File: src/hdl/ars_cfg.svh
`ifndef ARS_CFG_SVH
`define ARS_CFG_SVH
// -------------------------------------------------
// register byte addresses
// -------------------------------------------------
`define ARS_A_DC_A0 32'h40011490
`define ARS_A_DC_A1 32'h40011494
`define ARS_A_GC_A0 32'h40011498
`define ARS_A_GC_A1 32'h4001149c
`define ARS_A_DC_B0 32'h400114a0
`define ARS_A_DC_B1 32'h400114a4
`define ARS_A_GC_B0 32'h400114a8
`define ARS_A_GC_B1 32'h400114ac
`define ARS_A_IE 32'h400114b0
`define ARS_A_IF 32'h400114b4
`define ARS_A_SWT 32'h400114c0
`define ARS_A_TH 32'h400114c4
`define ARS_A_CFG 32'h400114c8
`define ARS_A_TRIG 32'h400114cc
`define ARS_A_CNT_LO 32'h400114d0
`define ARS_A_CNT_HI 32'h400114d4
`define ARS_A_RES0 32'h400114d8
`define ARS_A_STAT 32'h400114dc
// -------------------------------------------------
// fields and constants
// -------------------------------------------------
`define ARS_RST16 16'h0000
`define ARS_SW_KEY 16'h5aa5
`define ARS_CODE_ZERO 16'h0000
`define ARS_GAIN_FRAC 9
`define ARS_CFG_POL 1
`define ARS_CFG_FSMRST 2
`define ARS_CFG_MODE 5:4
`define ARS_MODE_ONE 2'h0
`define ARS_MODE_TWO 2'h1
`define ARS_TRIG_EN 3:0
`define ARS_TRIG_C 11:8
`define ARS_TRIG_CONT 12
`define ARS_CNT_R_LO 4:0
`define ARS_CNT_R_HI 12:8
`define ARS_CNT_FW 5
`define ARS_NFLAG 7
`define ARS_F_SERR 4
`define ARS_F_HERR 5
`define ARS_F_TH 6
`endif

File: src/hdl/ars_pkg.sv
package ars_pkg;
    // sequencer states: four idle, four sampling
    typedef enum logic [2:0] {
        st_idle0, st_idle1, st_idle2, st_idle3,
        st_samp0, st_samp1, st_samp2, st_samp3
    } ars_state_t;

    // one correction set: offset and gain factor
    typedef struct packed {
        logic [15:0] offset; // dc offset, two's complement
        logic [9:0] gain;    // 1.9 unsigned fixed point
    } ars_cal_t;
endpackage : ars_pkg

File: src/hdl/ars_corrector.sv
`timescale 1ns/10ps
`include "ars_cfg.svh"
module ars_corrector (
    input wire logic pclk,               // system clock
    input wire logic presetn,            // async reset, low
    input wire logic ce,                 // clock enable
    input wire logic in_valid,           // raw sample strobe
    input wire logic [15:0] raw,         // raw converter code
    input wire ars_pkg::ars_cal_t cal,   // selected set
    output logic out_valid,              // corrected strobe
    output logic [15:0] out_data         // corrected code
);
    // ---------------------------------------------
    // arithmetic
    // ---------------------------------------------
    logic [25:0] prod;         // code times gain
    logic signed [18:0] corr;  // after offset removal
    logic [15:0] next_data;    // clamped value

    // gain has nine fraction bits, dropped after product
    always_comb begin
        prod = (raw - `ARS_CODE_ZERO) * cal.gain;
        corr = $signed({2'b00, prod[25:`ARS_GAIN_FRAC]})
             - $signed({{3{cal.offset[15]}}, cal.offset});
        if (corr < 0) begin
            next_data = 16'h0000; // clamp below zero
        end else if (corr > $signed(19'h0ffff)) begin
            next_data = 16'hffff; // clamp above full scale
        end else begin
            next_data = corr[15:0];
        end
    end

    // ---------------------------------------------
    // output register
    // ---------------------------------------------
    always_ff @(posedge pclk or negedge presetn) begin
        if (!presetn) begin
            out_valid <= 1'b0;
            out_data <= `ARS_RST16;
        end else if (ce) begin
            out_valid <= in_valid;
            if (in_valid) begin
                out_data <= next_data;
            end
        end
    end
endmodule : ars_corrector

File: src/hdl/ars_sequencer.sv
`timescale 1ns/10ps
`include "ars_cfg.svh"
module ars_sequencer #(
    parameter int CNT_W = 5,   // sample counter width
    parameter int EVC_W = 4    // timer event counter width
) (
    input wire logic pclk,              // 250 MHz clock
    input wire logic presetn,           // async reset, low
    input wire logic pce,               // clock enable
    input wire logic psel,              // apb select
    input wire logic penable,           // apb enable
    input wire logic pwrite,            // apb direction
    input wire logic [31:0] paddr,      // apb byte address
    input wire logic [31:0] pwdata,     // apb write data
    output logic [31:0] prdata,         // apb read data
    output logic pready,                // apb ready
    output logic pslverr,               // apb error
    input wire logic [3:0] timer_trigger_event, // timer pulses
    output logic conv_start,            // start one conversion
    input wire logic conv_done,         // conversion finished
    input wire logic [15:0] conv_data,  // raw code
    input wire logic conv_circuit_b,    // 1: circuit b used
    input wire logic conv_gain_unity,   // 1: unity gain path
    output logic res_valid,             // result strobe
    output logic [4:0] res_slot,        // result slot index
    output logic [15:0] res_data,       // corrected result
    output logic dma_req,               // dma request level
    output logic irq_level              // enabled flag pending
);
    // -------------------------------------------------
    // parameter check
    // -------------------------------------------------
    if (CNT_W < `ARS_CNT_FW || EVC_W < 4) begin : g_bad
        $error("ars_sequencer: counter widths too small");
    end

    // -------------------------------------------------
    // registers and state
    // -------------------------------------------------
    ars_pkg::ars_cal_t cal [4];     // a0, a1, b0, b1
    logic [15:0] cfg;               // polarity, mode
    logic [15:0] trig;              // enables, count, cont
    logic [15:0] cnt_lo;            // round 1 and 2 counts
    logic [15:0] cnt_hi;            // round 3 and 4 counts
    logic [6:0] ie;                 // flag enables
    logic [`ARS_NFLAG-1:0] flags;   // sticky flags
    logic [15:0] th;                // slot-0 limit
    logic [15:0] slot0;             // last slot-0 result
    ars_pkg::ars_state_t state;     // sequencer state
    ars_pkg::ars_state_t next_state;
    logic busy;                     // conversion in flight
    logic [CNT_W-1:0] samp_cnt;     // samples in round
    logic [4:0] slot;               // slot of next result
    logic [EVC_W-1:0] evcnt;        // one-round event count

    // -------------------------------------------------
    // apb decode
    // -------------------------------------------------
    logic wr_en;           // write taken this edge
    logic hit;             // address mapped
    logic [31:0] rd_val;   // read mux
    assign wr_en = psel & penable & pwrite;
    assign pready = 1'b1;  // zero wait states
    assign pslverr = psel & penable & ~hit;

    // address decode and read mux
    always_comb begin
        hit = 1'b1;
        rd_val = 32'h0;
        if (paddr == `ARS_A_DC_A0) begin
            rd_val = {16'h0, cal[0].offset};
        end else if (paddr == `ARS_A_DC_A1) begin
            rd_val = {16'h0, cal[1].offset};
        end else if (paddr == `ARS_A_DC_B0) begin
            rd_val = {16'h0, cal[2].offset};
        end else if (paddr == `ARS_A_DC_B1) begin
            rd_val = {16'h0, cal[3].offset};
        end else if (paddr == `ARS_A_GC_A0) begin
            rd_val = {22'h0, cal[0].gain};
        end else if (paddr == `ARS_A_GC_A1) begin
            rd_val = {22'h0, cal[1].gain};
        end else if (paddr == `ARS_A_GC_B0) begin
            rd_val = {22'h0, cal[2].gain};
        end else if (paddr == `ARS_A_GC_B1) begin
            rd_val = {22'h0, cal[3].gain};
        end else if (paddr == `ARS_A_IE) begin
            rd_val = {25'h0, ie};
        end else if (paddr == `ARS_A_IF) begin
            rd_val = {25'h0, flags};
        end else if (paddr == `ARS_A_SWT) begin
            rd_val = 32'h0; // write only
        end else if (paddr == `ARS_A_TH) begin
            rd_val = {16'h0, th};
        end else if (paddr == `ARS_A_CFG) begin
            rd_val = {16'h0, cfg};
        end else if (paddr == `ARS_A_TRIG) begin
            rd_val = {16'h0, trig};
        end else if (paddr == `ARS_A_CNT_LO) begin
            rd_val = {16'h0, cnt_lo};
        end else if (paddr == `ARS_A_CNT_HI) begin
            rd_val = {16'h0, cnt_hi};
        end else if (paddr == `ARS_A_RES0) begin
            rd_val = {16'h0, slot0};
        end else if (paddr == `ARS_A_STAT) begin
            rd_val = {27'h0, busy, 1'b0, state};
        end else begin
            hit = 1'b0; // unmapped
        end
    end

    // read data captured in the setup cycle
    always_ff @(posedge pclk or negedge presetn) begin
        if (!presetn) begin
            prdata <= 32'h0;
        end else if (pce && psel && !penable && !pwrite) begin
            prdata <= rd_val;
        end
    end

    // -------------------------------------------------
    // correction set registers
    // -------------------------------------------------
    // index {circuit b, non-unity}: separate sets per path
    always_ff @(posedge pclk or negedge presetn) begin
        if (!presetn) begin
            for (int i = 0; i < 4; i++) begin
                cal[i] <= '0;
            end
        end else if (pce && wr_en) begin
            if (paddr == `ARS_A_DC_A0) begin
                cal[0].offset <= pwdata[15:0];
            end else if (paddr == `ARS_A_DC_A1) begin
                cal[1].offset <= pwdata[15:0];
            end else if (paddr == `ARS_A_DC_B0) begin
                cal[2].offset <= pwdata[15:0];
            end else if (paddr == `ARS_A_DC_B1) begin
                cal[3].offset <= pwdata[15:0];
            end else if (paddr == `ARS_A_GC_A0) begin
                cal[0].gain <= pwdata[9:0];
            end else if (paddr == `ARS_A_GC_A1) begin
                cal[1].gain <= pwdata[9:0];
            end else if (paddr == `ARS_A_GC_B0) begin
                cal[2].gain <= pwdata[9:0];
            end else if (paddr == `ARS_A_GC_B1) begin
                cal[3].gain <= pwdata[9:0];
            end
        end
    end

    // -------------------------------------------------
    // control registers
    // -------------------------------------------------
    logic fsm_rst;   // sequencer reset pulse
    logic sw_trig;   // key written to trigger register
    assign fsm_rst = wr_en && paddr == `ARS_A_CFG
        && pwdata[`ARS_CFG_FSMRST];
    assign sw_trig = wr_en && paddr == `ARS_A_SWT
        && pwdata[15:0] == `ARS_SW_KEY;

    // config, trigger, count, enable and limit registers
    always_ff @(posedge pclk or negedge presetn) begin
        if (!presetn) begin
            cfg <= `ARS_RST16;
            trig <= `ARS_RST16;
            cnt_lo <= `ARS_RST16;
            cnt_hi <= `ARS_RST16;
            ie <= 7'h0;
            th <= `ARS_RST16;
        end else if (pce && wr_en) begin
            if (paddr == `ARS_A_CFG) begin
                cfg <= pwdata[15:0];
                cfg[`ARS_CFG_FSMRST] <= 1'b0; // self clearing
            end else if (paddr == `ARS_A_TRIG) begin
                trig <= pwdata[15:0];
            end else if (paddr == `ARS_A_CNT_LO) begin
                cnt_lo <= pwdata[15:0];
            end else if (paddr == `ARS_A_CNT_HI) begin
                cnt_hi <= pwdata[15:0];
            end else if (paddr == `ARS_A_IE) begin
                ie <= pwdata[6:0];
            end else if (paddr == `ARS_A_TH) begin
                th <= pwdata[15:0];
            end
        end
    end

    // -------------------------------------------------
    // trigger qualification
    // -------------------------------------------------
    logic [3:0] ev;       // enabled timer events
    logic idle;           // any idle state
    logic one_mode;       // one-round mode
    logic two_mode;       // two-round mode
    logic cont;           // continuous sampling
    logic ev_fire;        // counted one-round trigger
    logic start;          // round trigger accepted
    assign ev = timer_trigger_event & trig[`ARS_TRIG_EN];
    assign idle = state inside {ars_pkg::st_idle0,
        ars_pkg::st_idle1, ars_pkg::st_idle2,
        ars_pkg::st_idle3};
    assign one_mode = cfg[`ARS_CFG_MODE] == `ARS_MODE_ONE;
    assign two_mode = cfg[`ARS_CFG_MODE] == `ARS_MODE_TWO;
    assign cont = trig[`ARS_TRIG_CONT] & one_mode;
    // count reached: c of 0 or 1 fires on the first event
    assign ev_fire = (|ev) && ({1'b0, evcnt} + 1'b1
        >= {1'b0, trig[`ARS_TRIG_C]});

    // per idle state, which trigger may start the round
    always_comb begin
        start = 1'b0;
        case (state)
            ars_pkg::st_idle0: begin
                start = sw_trig | cont |
                    (one_mode ? ev_fire : ev[0]);
            end
            ars_pkg::st_idle1: begin
                start = sw_trig | ev[1];
            end
            ars_pkg::st_idle2: begin
                start = sw_trig | ev[2];
            end
            ars_pkg::st_idle3: begin
                start = sw_trig | ev[3];
            end
            default: begin
                start = 1'b0; // sampling ignores triggers
            end
        endcase
    end

    // timer events counted for one-round mode
    always_ff @(posedge pclk or negedge presetn) begin
        if (!presetn) begin
            evcnt <= '0;
        end else if (pce) begin
            if (fsm_rst || start || !one_mode
                || state != ars_pkg::st_idle0) begin
                evcnt <= '0;
            end else if (|ev) begin
                evcnt <= evcnt + 1'b1;
            end
        end
    end

    // -------------------------------------------------
    // round progress
    // -------------------------------------------------
    logic corr_valid;          // corrected result strobe
    logic [15:0] corr_data;    // corrected result
    logic [4:0] target;        // samples in this round
    logic round_end;           // last sample corrected
    always_comb begin
        case (state)
            ars_pkg::st_samp0: target = cnt_lo[`ARS_CNT_R_LO];
            ars_pkg::st_samp1: target = cnt_lo[`ARS_CNT_R_HI];
            ars_pkg::st_samp2: target = cnt_hi[`ARS_CNT_R_LO];
            default: target = cnt_hi[`ARS_CNT_R_HI];
        endcase
    end
    // a count of zero behaves as one sample
    assign round_end = corr_valid && !idle && (samp_cnt
        + 1'b1 >= CNT_W'(target));

    // -------------------------------------------------
    // sequencer state machine
    // -------------------------------------------------
    always_comb begin
        next_state = state;
        case (state)
            ars_pkg::st_idle0: begin
                if (start) next_state = ars_pkg::st_samp0;
            end
            ars_pkg::st_idle1: begin
                if (start) next_state = ars_pkg::st_samp1;
            end
            ars_pkg::st_idle2: begin
                if (start) next_state = ars_pkg::st_samp2;
            end
            ars_pkg::st_idle3: begin
                if (start) next_state = ars_pkg::st_samp3;
            end
            ars_pkg::st_samp0: begin
                if (round_end && one_mode) begin
                    next_state = cont ? ars_pkg::st_samp0
                        : ars_pkg::st_idle0;
                end else if (round_end) begin
                    next_state = ars_pkg::st_idle1;
                end
            end
            ars_pkg::st_samp1: begin
                if (round_end) begin
                    next_state = two_mode ? ars_pkg::st_idle0
                        : ars_pkg::st_idle2;
                end
            end
            ars_pkg::st_samp2: begin
                if (round_end) next_state = ars_pkg::st_idle3;
            end
            default: begin
                if (round_end) next_state = ars_pkg::st_idle0;
            end
        endcase
    end

    // state register, sequencer reset forces idle 0
    always_ff @(posedge pclk or negedge presetn) begin
        if (!presetn) begin
            state <= ars_pkg::st_idle0;
        end else if (pce) begin
            if (fsm_rst) begin
                state <= ars_pkg::st_idle0;
            end else begin
                state <= next_state;
            end
        end
    end

    // conversion issue, sample and slot counting
    always_ff @(posedge pclk or negedge presetn) begin
        if (!presetn) begin
            busy <= 1'b0;
            conv_start <= 1'b0;
            samp_cnt <= '0;
            slot <= 5'h0;
        end else if (pce) begin
            conv_start <= 1'b0;
            if (fsm_rst) begin
                busy <= 1'b0;
                samp_cnt <= '0;
                slot <= 5'h0;
            end else if (start) begin
                samp_cnt <= '0;
                if (state == ars_pkg::st_idle0) slot <= 5'h0;
            end else if (round_end) begin
                busy <= 1'b0;
                samp_cnt <= '0;
                slot <= (next_state == ars_pkg::st_samp0)
                    ? 5'h0 : slot + 1'b1;
            end else if (corr_valid) begin
                busy <= 1'b0;
                samp_cnt <= samp_cnt + 1'b1;
                slot <= slot + 1'b1;
            end else if (!idle && !busy) begin
                busy <= 1'b1;
                conv_start <= 1'b1;
            end
        end
    end

    // -------------------------------------------------
    // correction path
    // -------------------------------------------------
    ars_corrector u_corr (
        .pclk(pclk),
        .presetn(presetn),
        .ce(pce),
        .in_valid(conv_done & busy),
        .raw(conv_data),
        .cal(cal[{conv_circuit_b, ~conv_gain_unity}]),
        .out_valid(corr_valid),
        .out_data(corr_data)
    );
    assign res_valid = corr_valid;
    assign res_data = corr_data;
    assign res_slot = slot;

    // -------------------------------------------------
    // slot 0 and threshold
    // -------------------------------------------------
    logic th_hit;   // slot-0 result beyond limit
    assign th_hit = corr_valid && slot == 5'h0 &&
        (cfg[`ARS_CFG_POL] ? (corr_data > th)
                           : (corr_data < th));

    // slot-0 result copy
    always_ff @(posedge pclk or negedge presetn) begin
        if (!presetn) begin
            slot0 <= `ARS_RST16;
        end else if (pce && corr_valid && slot == 5'h0) begin
            slot0 <= corr_data;
        end
    end

    // -------------------------------------------------
    // flags
    // -------------------------------------------------
    logic [`ARS_NFLAG-1:0] fset;   // events this cycle
    logic [`ARS_NFLAG-1:0] fclr;   // write-one clears
    always_comb begin
        fset = '0;
        if (round_end) begin
            case (state)
                ars_pkg::st_samp0: fset[0] = 1'b1;
                ars_pkg::st_samp1: fset[1] = 1'b1;
                ars_pkg::st_samp2: fset[2] = 1'b1;
                default: fset[3] = 1'b1;
            endcase
        end
        fset[`ARS_F_SERR] = sw_trig & ~idle;
        fset[`ARS_F_HERR] = (|ev) & ~idle;
        fset[`ARS_F_TH] = th_hit;
        fclr = (wr_en && paddr == `ARS_A_IF)
            ? pwdata[`ARS_NFLAG-1:0] : '0;
    end

    // set wins over a clear in the same cycle
    always_ff @(posedge pclk or negedge presetn) begin
        if (!presetn) begin
            flags <= '0;
        end else if (pce) begin
            flags <= (flags & ~fclr) | fset;
        end
    end

    assign dma_req = flags[0];
    assign irq_level = |(flags & ie);
endmodule : ars_sequencer

File: config.mk
export PLATFORM = sky130hd
export DESIGN_NAME = ars_sequencer
export DESIGN_NICKNAME = d
export VERILOG_FILES = /design/src/hdl/ars_pkg.sv /design/src/hdl/ars_corrector.sv /design/src/hdl/ars_sequencer.sv
export VERILOG_INCLUDE_DIRS = /design/src /design/src/hdl
export SDC_FILE = /design/constraint.sdc
export NUM_CORES = 1
export LEC_CHECK = 0
export BUFFER_PORTS_ARGS = -buffer_cell sky130_fd_sc_hd__buf_2
export CORE_MARGIN = 2
export CORE_UTILIZATION = 67
export CTS_CLUSTER_DIAMETER = 150
export CTS_CLUSTER_SIZE = 10
export DETAILED_ROUTE_END_ITERATION = 10
export GPL_ROUTABILITY_DRIVEN = 0
export PLACE_DENSITY_LB_ADDON = 0.05
export SYNTH_ARGS = -nofsm -noshare
export SYNTH_HDL_FRONTEND = slang
export SYNTH_SLANG_ARGS = --single-unit
File: constraint.sdc
create_clock -name pclk -period 12.4 [get_ports pclk]
set_clock_uncertainty 0.2 [all_clocks]
set_input_delay 2.48 -clock pclk [delete_from_list [all_inputs] [get_ports pclk]]
set_output_delay 2.48 -clock pclk [all_outputs]
set_load 0.005 [all_outputs]
==> impl_metrics.tcl, run 1 <==
set metrics [dict create \
    outcome "completed" \
    core_um2 28900 \
    ir_drop_uv 115 \
    ys.flop_type "dfrtp_1" \
    htree_levels 1 \
    crit_path_end_kind "flop" \
    cts.sink_count 265 \
    fillers 2133 \
    synth.avg_cell_area_um2 10.3 \
    cts_hold_buf 0 \
    fin_setup_tns_ns 0 \
    insertion_delay_ns 0.59 \
    ioPinCount 152 \
    postLayoutCellArea_um2 21300 \
    vias_per_cell 6.77 \
    crit_path_top_delay_cell "mux4_2" \
    path_common_cell "fa_1" \
    cts_buffers 30 \
    regArea_um2 6630 \
    synth_warnings 0 \
    holdPathEnd "cnt_hi[15]" \
    relSlewSlack_pct 20.2 \
    cts_max_path_buffers 3 \
    max_stage_delay_ns 0.82 \
    r2r-start "cal[5]" \
    synth.distinct_cells 87 \
    dp_slack_ns 0.867 \
    grt_pass1_vias 16100 \
    drt_iter0_drc 1908 \
    setup_viol 0 \
    synth_top_cell_by_area "dfrtp_1" \
    rsz0062_at_grt "false" \
    dr.pass1.iters 6 \
    dp.cells 2344 \
    die_x_um 176 \
    fin_crit_ns 11.07 \
    hold_depth 1 \
    post_cts_buffers 0 \
    ant_nets 0 \
    grtUsageTotal_pct 38.6 \
    dpl_cell_area_um2 20500 \
    synth_area_leaders "dfrtp_1 (34%), fa_1 (11%), mux2_2 (10%), ha_1 (6.7%), nand2_1 (4.0%)" \
    cts_resized 0 \
    multi_input_area_um2 12000 \
    p_leak_nw 10.5 \
    yosysTopAreaCellShare_pct 33.6 \
    synthToLayoutAreaGrowth_pct 7.85 \
    synth_top_family_by_area "adder cells" \
    dieArea_um2 30900 \
    routed_wl_mm 58.6 \
    initial_utilization_pct 68.5 \
    cp.required_ns 12.68 \
    finalPower_mw 2.21 \
    yosys.area_share.adder_pct 17.9 \
    grt_pass1_wl_mm 91.1 \
    synth-seq-cells 265 \
    route.detailed.drc 0 \
    cap_violations 0 \
    final_common_cell "dfrtp_1" \
    synth_cells 1919 \
    vias 16100 \
    cts_tree "yes" \
    finalWorstSetupSlack_ns 1.33 \
    tightest_slew_ns 1.19 \
    reg2reg_to "u_corr.out_data[5]" \
    critical_path_class "input pin to flop" \
    fin_nets 2301 \
    synth_mux_area_share_pct 14.0 \
    grt_max_degree 127 \
    antenna_found_initial 3 \
    worstPathArrival_ns 11.35 \
    hold_ws_ns 0.305 \
    min_from "cnt_hi[15]" \
    numPortBuffers 118 \
    cp-start-kind "input pin" \
    finalMaxSlewViolations 0 \
    synth_xor_area_share_pct 1.73 \
    grt_overflow 0 \
    drive_above_1_share_pct 20.6 \
    p_per_area_nw_per_um2 104 \
    synthSimpleGateAreaFrac_pct 14.4 \
    layout.cells.non_filler 2378 \
    syn_area_um2 19800 \
    fin_crit_sh_pct 89.3 \
    path_clk_slew_ns 0.05 \
    hold_class "flop to flop" \
    synth_compound_area_share_pct 12.5 \
    rows 62 \
    async_flop_share_pct 100 \
    r2r_setup_slack_ns 3.44 \
    cts_root_buffer "clkbuf_16" \
    dp_hpwl_mm 43.1 \
    startpoint "conv_gain_unity" \
    ys_seq_area_share_pct 33.6 \
    hold_viol_final 0 \
    wl_per_cell_um 24.7 \
    fmax_mhz 90.3 \
    crit_fanout 16 \
    synth-edff-count 0 \
    fp.dieH_um 176 \
    layout_common_cells "dfrtp_1 (265), nand2_1 (213), mux2_2 (179)" \
    rr_worst_depth 28 \
    fin_util_pct 73.9 \
]
[critical path: cells and delay by family]
kind                       cells  cell delay [ns]
and+or+nand+nor                5             0.97
buffers and inverters          5             0.70
muxes                          1             0.82
adders and majority gates      7             3.17
xor gates and xnor gates       1             0.17
AOI/OAI and AO/OA             10             3.02
[synthesized netlist by cell type, types with 13 or more instances]
library cell / number
clkbuf_1: 59
nand2b_1: 14
nand4_1: 19
a221o_1: 21
fa_1: 110
a221oi_1: 16
a21oi_1: 45
nand3_1: 47
inv_1: 175
nand2_1: 213
nor2_1: 65
xnor2_1: 23
o21ai_0: 72
dfrtp_1: 265
nor3_1: 22
xor2_1: 16
mux4_2: 26
a21o_1: 14
o21a_1: 13
ha_1: 106
buf_4: 21
o211ai_1: 14
mux2_2: 179
a22oi_1: 29
buf_1: 15
and2_1: 86
[cells by family (layout without fill, tap and decap cells)]
family                   after synthesis  count (layout)
AND/OR/NAND/NOR                      546             546
AO/OA/AOI/OAI                        346             346
XOR/XNOR                              39              39
buffers and inverters                284             342
adder cells (fa/ha/maj)              216             216
multiplexers                         221             221
other                                  2              19
flip-flops                           265             265
[state kept, by name (all words and copies together), names as in the netlist, 3 cells and up]
name and count:
cal 104, cfg 15, cnt_hi 16, cnt_lo 16, evcnt 4, flags 7, ie 7, prdata 16
res_slot 5, samp_cnt 5, slot0 16, state 3, th 16, trig 16, u_corr.out_data 16
[per-layer routing]
| layer | global-route usage [%] | vias up | wire length (um) |
|---|---|---|---|
| met2 | 60.1 | 1024 | 26600 |
| met1 | 52.2 | 7979 | 22300 |
| met5 | 0 | - | 13 |
| met3 | 7.90 | 200 | 6650 |
| met4 | 18.6 | 2 | 3080 |
| li1 | - | 6903 | - |
[worst max path at each step]
| stage | endpoint | slack [ns] | cells after the start |
|---|---|---|---|
| 2_1_floorplan | u_corr.out_data[5] | 1.68 | 32 |
| 3_3_place_gp | u_corr.out_data[9] | 0.89 | 29 |
| 3_5_place_dp | u_corr.out_data[5] | 0.87 | 29 |
| 4_1_cts | u_corr.out_data[5] | 1.38 | 29 |
| 5_1_grt | u_corr.out_data[6] | 0.77 | 28 |
| 6_report | u_corr.out_data[5] | 1.33 | 29 |
[power by group]
| part | switching [mW] | internal (mW) |
|---|---|---|
| sequential | 0.125 | 0.937 |
| clock | 0.339 | 0.425 |
| combinational | 0.224 | 0.161 |
[area by class of cell]
class | count | share of cell area (%)
well taps | 384 | 2.25
inverters | 175 | 3.08
clock buffers | 30 | 3.52
multi-input cells | 1385 | 56.4
flip-flops and latches | 265 | 31.1
clock inverters | 2 | 0.176
diodes | 2 | 0.0235
repair buffers | 135 | 3.42
(Power assumes the default switching activity.)
==> run 2: changes to the inputs <==
--- a/config.mk
+++ b/config.mk
@@ -7,8 +7,9 @@
 export NUM_CORES = 1
 export LEC_CHECK = 0
 export BUFFER_PORTS_ARGS = -buffer_cell sky130_fd_sc_hd__buf_2
+export CAP_MARGIN = 25
 export CORE_MARGIN = 2
-export CORE_UTILIZATION = 67
+export CORE_UTILIZATION = 25
 export CTS_CLUSTER_DIAMETER = 150
 export CTS_CLUSTER_SIZE = 10
 export DETAILED_ROUTE_END_ITERATION = 10
==> impl_metrics.tcl, run 2 (synthesis results as in run 1) <==
set metrics [dict create \
    antenna_found_initial 3 \
    cts_root_buffer "clkbuf_16" \
    dieArea_um2 81300 \
    cts.sink_count 265 \
    layout_common_cells "dfrtp_1 (265), nand2_1 (213), mux2_2 (179)" \
    grt_pass1_vias 15900 \
    p_per_area_nw_per_um2 102 \
    layout.cells.non_filler 3061 \
    met1_usage_pct 27.0 \
    max_stage_delay_ns 0.81 \
    use_met3_pct 1.81 \
    final_common_cell "dfrtp_1" \
    fp.dieH_um 285 \
    ir_drop_uv 104 \
    synthToLayoutAreaGrowth_pct 12.9 \
    cts_resized 0 \
    largest_reg_flops 104 \
    fin_crit_ns 10.98 \
    ant_nets 0 \
    vias_per_cell 4.99 \
    finalMaxSlewViolations 0 \
    dpl_cell_area_um2 21500 \
    hold_viol_final 0 \
    min_from "cnt_hi[15]" \
    dp_hpwl_mm 58.9 \
    wl_per_cell_um 25.5 \
    initial_utilization_pct 25.1 \
    cts_tree "yes" \
    r2r-start "cal[33]" \
    route.detailed.drc 0 \
    outcome "completed" \
    p_leak_nw 10.6 \
    fmax_mhz 91.1 \
    dp.cells 3026 \
    startpoint "conv_gain_unity" \
    hold_class "flop to flop" \
    postLayoutCellArea_um2 22300 \
    path_common_cell "fa_1" \
    tightest_slew_ns 1.00 \
    critical_path_class "input pin to flop" \
    fin_nets 2319 \
    crit_path_end_kind "flop" \
    vias 15300 \
    grt_max_degree 155 \
    rows 103 \
    ioPinCount 152 \
    drt_iter0_drc 1007 \
    crit_path_top_delay_cell "mux4_2" \
    cts_max_path_buffers 3 \
    dr.pass1.iters 7 \
    post_cts_buffers 0 \
    die_x_um 285 \
    grtUsageTotal_pct 19.1 \
    setup_viol 0 \
    core_um2 78600 \
    finalPower_mw 2.28 \
    relSlewSlack_pct 32.9 \
    top_usage_layer "met2" \
    cp-start-kind "input pin" \
    htree_levels 1 \
    crit_fanout 16 \
    top_register "cal" \
    cts_hold_buf 0 \
    cp.required_ns 12.66 \
    fin_setup_tns_ns 0 \
    cap_violations 0 \
    grt_pass1_wl_mm 114 \
    grt_overflow 0 \
    path_clk_slew_ns 0.06 \
    r2r_setup_slack_ns 3.51 \
    grt.met2_usage_pct 31.4 \
    insertion_delay_ns 0.59 \
    rsz0062_at_grt "false" \
    worstPathArrival_ns 11.24 \
    drive_above_1_share_pct 21.3 \
    fin_crit_sh_pct 88.6 \
    routed_wl_mm 77.9 \
    cts_buffers 30 \
    numPortBuffers 118 \
]
[run 2: cell count changes in the layout (fill, tap and decap cells not counted), sizes merged]
cell | before | now
clkinv | 1 | 0
clkbuf | 30 | 31
diode | 2 | 1
buf | 135 | 153
[run 2: area by class of cell]
type	count	area (um2)
Sequential cell	265	6630
Clock buffer	31	776
Multi-Input combinational cell	1385	12000
Antenna cell	1	2.50
Fill cell	8267	56300
Timing Repair Buffer	153	898
Inverter	175	657
Clock inverter	1	7.51
Tap cell	1050	1310
[run 2: through the flow]
step                      util [%]  hold WS [ns]  setup slack (ns)
after CTS                     28.3         0.300              1.35
after detailed placement      27.4         0.286             0.749
after global routing          28.4         0.307             0.831
after global placement        27.3         0.279             0.728
final                         28.4         0.297              1.42
after floorplan                  -         0.241              1.68
[run 2: power breakdown]
group	switching (mW)	total [mW]	leakage [nW]	internal [mW]
Combinational	0.242	0.405	6.64	0.163
Clock	0.369	0.804	0.382	0.435
Sequential	0.137	1.07	3.59	0.936
Total	0.748	2.28	10.6	1.53
[run 2: worst max-delay path: cells and delay by family]
family          cells  cell delay [ns]
simple gates        5             0.76
xor+xnor            1             0.32
mux                 1             0.81
compound gates     10             2.83
fa+ha+maj           7             3.13
buf+inv             6             0.88
[run 2: final timing paths]
path,to,depth (start not counted)
min in group asynchronous,trig[11],1
setup reg to reg,u_corr.out_data[13],29
setup / recovery,u_corr.out_data[13],30
hold / removal,cnt_hi[15],1
max in group asynchronous,prdata[3],2
hold reg to reg,cnt_hi[15],1
[run 2: metal layers]
| layer | vias up | share of wire, % |
|---|---|---|
| met1 | 7925 | 47 |
| met3 | 63 | 3.4 |
| met2 | 374 | 47 |
| met5 | - | 0 |
| met4 | 0 | 2.2 |
| li1 | 6927 | - |
